**src/shared/dcap_consts.vh**
```
// Constants for the device capabilities register block.
// Functional notes
// - Unused bit ranges read as zero.
// - Message payload 9:8 loads scale field.
// - Scale codes select 1.0 to 0.001 multiplier.
// - Message payload 7:0 loads value field.
// - Power limit is value times scale.
// - Role error reporting bit reads one.
// - Wide tag support bit reads zero.
// - Phantom function bits read zero.
// - Max payload field reads 001b, 256 bytes.
// - Offset 94h, read only, reset 00008001h.
`ifndef DCAP_CONSTS_VH
`define DCAP_CONSTS_VH
`define DCAP_CAP_OFFSET       8'h94
`define DCAP_RESET_VALUE      32'h00008001
`define DCAP_SCALE_HI         27
`define DCAP_SCALE_LO         26
`define DCAP_VALUE_HI         25
`define DCAP_VALUE_LO         18
`define DCAP_ROLE_ERR_BIT     15
`define DCAP_WIDE_TAG_BIT     5
`define DCAP_PHANTOM_HI       4
`define DCAP_PHANTOM_LO       3
`define DCAP_MAX_PAYLOAD_HI   2
`define DCAP_MAX_PAYLOAD_LO   0
`define DCAP_UNUSED_MASK      32'hF0037FC0
`define DCAP_PAYLOAD_SCALE_HI 9
`define DCAP_PAYLOAD_SCALE_LO 8
`define DCAP_PAYLOAD_VALUE_HI 7
`define DCAP_PAYLOAD_VALUE_LO 0
`define DCAP_ROLE_ERR_VAL     1'h1
`define DCAP_WIDE_TAG_VAL     1'h0
`define DCAP_PHANTOM_VAL      2'h0
`define DCAP_MAX_PAYLOAD_VAL  3'h1
`define DCAP_SCALE_RESET      2'h0
`define DCAP_VALUE_RESET      8'h00
`define DCAP_RDATA_RESET      32'h00000000
`define DCAP_UNMAPPED_DATA    32'h00000000
`define DCAP_LIMIT_RESET      18'h00000
`endif

```
**src/verilog/dcap_power_calc.v**
```verilog
// Slot power limit calculator: value times decimal scale, in milliwatt-like thousandths.
`timescale 1ns/1ps
module dcap_power_calc (
  // Captured fields
  input  wire [1:0]  scale_i,
  input  wire [7:0]  value_i,
  // Limit in units of 0.001 of the value unit
  output reg  [17:0] limit_milli_o
);
  // Scaling to thousandths keeps every code an exact integer product.
  always @* begin
    case (scale_i)
      2'h0:    limit_milli_o = {10'h000, value_i} * 18'h003E8;
      2'h1:    limit_milli_o = {10'h000, value_i} * 18'h00064;
      2'h2:    limit_milli_o = {10'h000, value_i} * 18'h0000A;
      default: limit_milli_o = {10'h000, value_i};
    endcase
  end
endmodule // dcap_power_calc

```
**src/verilog/dcap_regs.v**
```verilog
// Device capabilities register with captured slot power limit fields.
`timescale 1ns/1ps
`include "dcap_consts.vh"
module dcap_regs (
  // Clock and reset
  input  wire        clk_i,
  input  wire        rst_i,
  // Wishbone slave
  input  wire        wb_cyc_i,
  input  wire        wb_stb_i,
  input  wire        wb_we_i,
  input  wire [7:0]  wb_adr_i,
  input  wire [3:0]  wb_sel_i,
  input  wire [31:0] wb_dat_i,
  output reg  [31:0] wb_dat_o,
  output reg         wb_ack_o,
  // Set_Slot_Power_Limit message from the transaction layer
  input  wire        msg_valid_i,
  input  wire [9:0]  msg_payload_i,
  // Decoded limit
  output reg  [17:0] power_limit_milli_o
);

  // Bus handshake states.
  localparam BUS_IDLE = 2'b00;
  localparam BUS_ACK  = 2'b01;

  // Constant capability fields.
  wire [31:0] unused_bits;
  wire        role_error_report_support;
  wire        wide_tag_support;
  wire [1:0]  phantom_func_support;
  wire [2:0]  max_payload_supported;

  // Captured power limit fields and their next values.
  reg  [1:0]  captured_power_scale;
  reg  [7:0]  captured_power_value;
  reg  [1:0]  next_captured_power_scale;
  reg  [7:0]  next_captured_power_value;

  // Bus side state and next values.
  reg  [1:0]  bus_state;
  reg  [1:0]  next_bus_state;
  reg         next_wb_ack_o;
  reg  [31:0] next_wb_dat_o;
  reg  [17:0] next_power_limit_milli_o;

  // Combinational helpers.
  wire [17:0] limit_calc;
  wire [31:0] cap_word;
  wire        req;
  wire        read_take;
  wire        cap_hit;

  // True when the byte address selects the capabilities register.
  function addr_is_cap;
    input [7:0] adr;
    begin
      addr_is_cap = (adr == `DCAP_CAP_OFFSET);
    end
  endfunction

  // Reserved ranges are cleared last, so no field can ever leak into them.
  function [31:0] assemble_cap;
    input [1:0]  scale;
    input [7:0]  value;
    input        role;
    input        tag;
    input [1:0]  phantom;
    input [2:0]  payload;
    input [31:0] unused;
    begin
      assemble_cap = 32'h00000000;
      assemble_cap[`DCAP_SCALE_HI:`DCAP_SCALE_LO] = scale;
      assemble_cap[`DCAP_VALUE_HI:`DCAP_VALUE_LO] = value;
      assemble_cap[`DCAP_ROLE_ERR_BIT] = role;
      assemble_cap[`DCAP_WIDE_TAG_BIT] = tag;
      assemble_cap[`DCAP_PHANTOM_HI:`DCAP_PHANTOM_LO] = phantom;
      assemble_cap[`DCAP_MAX_PAYLOAD_HI:`DCAP_MAX_PAYLOAD_LO] = payload;
      assemble_cap = assemble_cap & ~unused;
    end
  endfunction

  // Field extraction from the ten payload bits of the message.
  function [1:0] payload_scale;
    input [9:0] payload;
    begin
      payload_scale = payload[`DCAP_PAYLOAD_SCALE_HI:`DCAP_PAYLOAD_SCALE_LO];
    end
  endfunction

  function [7:0] payload_value;
    input [9:0] payload;
    begin
      payload_value = payload[`DCAP_PAYLOAD_VALUE_HI:`DCAP_PAYLOAD_VALUE_LO];
    end
  endfunction

  assign unused_bits               = `DCAP_UNUSED_MASK;
  assign role_error_report_support = `DCAP_ROLE_ERR_VAL;
  assign wide_tag_support          = `DCAP_WIDE_TAG_VAL;
  assign phantom_func_support      = `DCAP_PHANTOM_VAL;
  assign max_payload_supported     = `DCAP_MAX_PAYLOAD_VAL;

  assign req       = wb_cyc_i & wb_stb_i;
  assign read_take = req & ~wb_we_i & (bus_state == BUS_IDLE);
  assign cap_hit   = addr_is_cap(wb_adr_i);
  assign cap_word  = assemble_cap(captured_power_scale,
                                  captured_power_value,
                                  role_error_report_support,
                                  wide_tag_support,
                                  phantom_func_support,
                                  max_payload_supported,
                                  unused_bits);

  // A message replaces both fields in one edge, so a reader never sees a mixed pair.
  always @* begin
    next_captured_power_scale = captured_power_scale;
    next_captured_power_value = captured_power_value;
    if (msg_valid_i) begin
      next_captured_power_scale = payload_scale(msg_payload_i);
      next_captured_power_value = payload_value(msg_payload_i);
    end
  end

  // Field registers.
  always @(posedge clk_i) begin
    if (rst_i) begin
      captured_power_scale <= `DCAP_SCALE_RESET;
      captured_power_value <= `DCAP_VALUE_RESET;
    end else begin
      captured_power_scale <= next_captured_power_scale;
      captured_power_value <= next_captured_power_value;
    end
  end

  // The ack state is a one-cycle guard: a master that keeps its strobe up gets an ack every other cycle.
  always @* begin
    next_bus_state = bus_state;
    case (bus_state)
      BUS_IDLE: begin
        if (req) begin
          next_bus_state = BUS_ACK;
        end
      end
      BUS_ACK: begin
        next_bus_state = BUS_IDLE;
      end
      default: begin
        next_bus_state = BUS_IDLE;
      end
    endcase
  end

  // Ack follows the state that the bus enters.
  always @* begin
    case (next_bus_state)
      BUS_ACK: begin
        next_wb_ack_o = 1'h1;
      end
      default: begin
        next_wb_ack_o = 1'h0;
      end
    endcase
  end

  // Software writes are acknowledged but change nothing; only the message path owns the power fields.
  // Read data holds until the next read, so a slow master can still take it after the ack.
  always @* begin
    next_wb_dat_o = wb_dat_o;
    if (read_take) begin
      if (cap_hit) begin
        next_wb_dat_o = cap_word;
      end else begin
        next_wb_dat_o = `DCAP_UNMAPPED_DATA;
      end
    end
  end

  // The limit trails the fields by one edge; a read straight after a message sees the fields first.
  always @* begin
    next_power_limit_milli_o = limit_calc;
  end

  // Bus state register.
  always @(posedge clk_i) begin
    if (rst_i) begin
      bus_state <= BUS_IDLE;
    end else begin
      bus_state <= next_bus_state;
    end
  end

  always @(posedge clk_i) begin
    if (rst_i) begin
      wb_ack_o <= 1'h0;
    end else begin
      wb_ack_o <= next_wb_ack_o;
    end
  end

  always @(posedge clk_i) begin
    if (rst_i) begin
      wb_dat_o <= `DCAP_RDATA_RESET;
    end else begin
      wb_dat_o <= next_wb_dat_o;
    end
  end

  // Limit register.
  always @(posedge clk_i) begin
    if (rst_i) begin
      power_limit_milli_o <= `DCAP_LIMIT_RESET;
    end else begin
      power_limit_milli_o <= next_power_limit_milli_o;
    end
  end

  // The multiplier sits in its own module so the arithmetic can change without touching the bus side.
  dcap_power_calc u_calc (
    .scale_i       (captured_power_scale),
    .value_i       (captured_power_value),
    .limit_milli_o (limit_calc)
  );
endmodule // dcap_regs
```
**config.mk**
```make
export PLATFORM = sky130hd
export DESIGN_NAME = dcap_regs
export DESIGN_NICKNAME = d
export VERILOG_FILES = /design/src/verilog/dcap_power_calc.v /design/src/verilog/dcap_regs.v
export VERILOG_INCLUDE_DIRS = /design/src /design/src/shared
export SDC_FILE = /design/constraint.sdc
export NUM_CORES = 1
export LEC_CHECK = 0
export BUFFER_PORTS_ARGS = -buffer_cell sky130_fd_sc_hd__buf_2
export CORE_UTILIZATION = 39
export CTS_CLUSTER_DIAMETER = 40
export DETAILED_ROUTE_END_ITERATION = 10
export GPL_ROUTABILITY_DRIVEN = 1
export PLACE_DENSITY = 0.64
export SETUP_SLACK_MARGIN = 0.2
export SLEW_MARGIN = 20
export SYNTH_ARGS = -nofsm -noshare
export SYNTH_HDL_FRONTEND = slang
export SYNTH_SLANG_ARGS = --single-unit
```
**constraint.sdc**
```tcl
create_clock -name clk_i -period 4.65 [get_ports clk_i]
set_clock_uncertainty 0.1 [all_clocks]
set_input_delay 0.93 -clock clk_i [delete_from_list [all_inputs] [get_ports clk_i]]
set_output_delay 0.93 -clock clk_i [all_outputs]
set_load 0.01 [all_outputs]
```
==> qor_table.md <==
| Result | Reported |
|:---|:---|
| Number of gates given a new drive strength after cts | 0 |
| Final number of max-transition violations | 0 |
| Final period demand of the worst path | 4.22 ns |
| Placed cell count | 624 |
| Synthesis warning total | 0 |
| Area of the multi-input gates | 2870 µm² |
| RSZ-0062 raised after global routing | false |
| Detailed-route DRC error count | 0 |
| Remaining max-slew budget at the tightest pin | 0.541 |
| Global-route wire length before repair | 14500 µm |
| Effective utilization at floorplan | 0.408 |
| Leakage power figure | 2.32 nW |
| Total power density per cell area | 262 nW/µm² |
| Setup violations, final | 0 |
| Capturing element type of the critical path | register |
| Most frequent cells in the layout | ha_1, buf_2, inv_1, dfxtp_1, nor2_1 |
| Number of nets in the final layout | 653 |
| Data arrival time of the critical path | 4.36 ns |
| Setup_tns | 0 ns |
| Number of post-CTS setup repair buffers | 0 |
| Remaining antenna violation count after routing | 0 |
| Filler cell count | 982 |
| Layout overhead on the synthesized area | 12.4% |
| Number of antenna violations at the first check in global routing | 0 |
| Overflow left after global routing | 0 |
| Final hold vios | 0 |
| Post-detail-place hpwl | 7120 µm |
| Post-synth EDFFs | 0 |
| Layout cells sized above 1 | 0.162 |
| Slew at the pin closest to its max-slew limit | 0.686 ns |
| Antenna diode instance count | 0 |
| Die area | 10700 µm² |
| Family with the most delay on the worst path | adder cells |
| Proportion of synthesized area in mux cells | 0.0482 |
| Post-synthesis adder-cell area fraction | 0.342 |
| Power, Total | 1.18 mW |
| Routability cong. | 0.789 |
| Unique masters post-synth | 54 |
| Area share of xor/xnor cells in the synthesized design | 0.0174 |
| Most used flip-flop cell after synthesis | dfxtp_1 |
| Instance count of the mapped netlist | 439 |
| Post-synthesis area per instance | 9.16 µm² |
| Post-synthesis cell area | 4020 µm² |
| Worst hold slack | 0.343 ns |
| Port-buffer cells | 54 |
| CTS H-Tree Depth | 2 |
| Worst Setup Start Kind | register |
| CTS Buf Count | 5 |
| Proportion of synthesized chip area in sequential cells | 0.209 |
| Critical Path Slowest Stage Cell | fa_1 |
| Number of global-route vias before repair | 3080 |
| Flip-flop and latch count after synthesis | 42 |
| Fmax | 237 MHz |
| Total number of cells along the worst setup path | 13 |
| Simple logic cell fraction of the synthesized area | 0.130 |
| Total Routing Usage GR | 0.166 |
| Result of the run | finished, final reports clean |
| Grt peak-use layer | met2 |
| Number of hold-repair buffers added at the cts stage | 0 |
| Sinks on Clock Net | 42 |
| Met1 global-route usage | 0.216 |
| Number of max-capacitance violations reported | 0 |
| Clock tree root driver cell | clkbuf_8 |
| Post-synthesis compound-gate area fraction | 0.151 |
| Async SR Flop Fraction | 0 |
| Cell Rows | 36 |
| Via/cell ratio | 5.12 |
| Maximum vdd ir drop | 0.104 mV |
| Max clock buf depth | 2 |
| CORE AREA | 9860 µm² |
| GR Layer Usage met2 | 0.284 |
| Cell-by-cell listing of the critical path | buf_4 -> fa_1 -> xor2_1 -> ha_1 -> inv_1 -> fa_1 -> fa_1 -> inv_1 -> ha_1 -> and4_1 -> o211a_1 -> or4_1 -> o211ai_1 |
| Min-Delay Path Class | reg -> reg |
| Area taken by flip-flops and latches | 841 µm² |
| Clock tree from TritonCTS | done |
| Number of design-rule violations left by the first detailed-router iteration | 112 |
| Buffer and inverter count on the worst path | 3 |
| Most frequent standard cell in the layout excluding fill and tap cells | ha_1 |
| Width of the chip | 104 µm |
| Hold path cells | 1 |
| Average detailed-routed wire length per instance | 14.1 µm |
| Critical path class | reg -> reg |
| Crit-path max cell delay | 0.52 ns |
| Worst-path fanout max | 6 |
| Length in cells of the worst reg-to-reg path | 13 |
| Required time reported for the critical path endpoint | 4.79 ns |
| Clock transition time at the flip-flop clock pins of the worst setup and hold paths | 0.09 ns |
| Vertical die dimension | 104 µm |
| Number of iterations in the first detailed-routing pass | 4 |
| Cell occurring most often along the worst timing path | fa_1 |
| Final wirelength | 8890 µm |
| Post-route non-filler standard cell count | 632 |
| Ports | 111 |
| Via total after detailed routing | 3234 |
| Maximum number of pins on one net before global-route repair | 36 |
| Final core utilization | 0.458 |
| Later-pin clock latency in the skew report | 0.31 ns |
| Met3 GRT Util | 0.0201 |
| Portion of the clock cycle consumed by the worst path in the final layout | 0.907 |
| Largest family of logic cells by synthesized area | adder cells |
## cell usage after synthesis, types with 10 or more instances
cell type,n,area [µm²]
a211oi_1,13,97.6
a21oi_1,17,85.1
a22oi_1,10,75.1
buf_4,21,158
dfxtp_1,42,841
fa_1,25,500
ha_1,70,876
inv_1,52,195
mux2i_1,16,160
nand2_1,14,52.6
nor2_1,38,143
o21ai_0,16,80.1
## sequential cells by signal, summed over array words and instances, names as in the netlist
signal                flops
power_limit_milli_o      18
bus_state                 2
captured_power_scale      2
wb_ack_o                  1
captured_power_value      8
wb_dat_o                 11
## routing by layer
metal,vias to the layer above,part of all wire
li1,1616,-
met3,10,0.036
met5,-,0
met4,0,0.016
met2,73,0.49
met1,1535,0.46
## per-stage QoR
step / cell area (µm²) / setup slack (ns)
floorplan: 4100 / 0.557
global placement: 4410 / 0.417
detailed placement: 4410 / 0.376
CTS: 4500 / 0.353
global route: 4520 / 0.231
finish: 4520 / 0.431
## kinds of logic after synthesis
family / count (synthesis)
buffers and inverters: 86
DFF: 42
AOI/OAI and AO/OA: 88
muxes: 18
adders and majority gates: 95
and+or+nand+nor: 101
xor gates and xnor gates: 8
other: 1
## area by class of cell
class,instances,share of cell area
timing repair buffer,65,0.0781
clock inverter,3,0.00554
inverter,53,0.0440
tap,133,0.0368
multi-input combinational,331,0.634
sequential,42,0.186
clock buffer,5,0.0152
## report_power, final
group,switching (mW),internal (mW)
logic,0.300,0.222
registers,0.0118,0.391
clock network,0.148,0.109
total,0.460,0.722
## final timing paths
check | from | endpoint | slack, ns
setup reg to reg | captured_power_value[2]$_SDFFE_PP0P_ | power_limit_milli_o[13]$_SDFF_PP0_ | 0.43
hold reg to reg | bus_state[1]$_SDFF_PP0_ | bus_state[0]$_SDFF_PP0_ | 0.34
hold / removal | bus_state[1]$_SDFF_PP0_ | bus_state[0]$_SDFF_PP0_ | 0.34
setup / recovery | captured_power_value[2]$_SDFFE_PP0P_ | power_limit_milli_o[13]$_SDFF_PP0_ | 0.43
No activity file was read; power rests on OpenSTA's default activity.
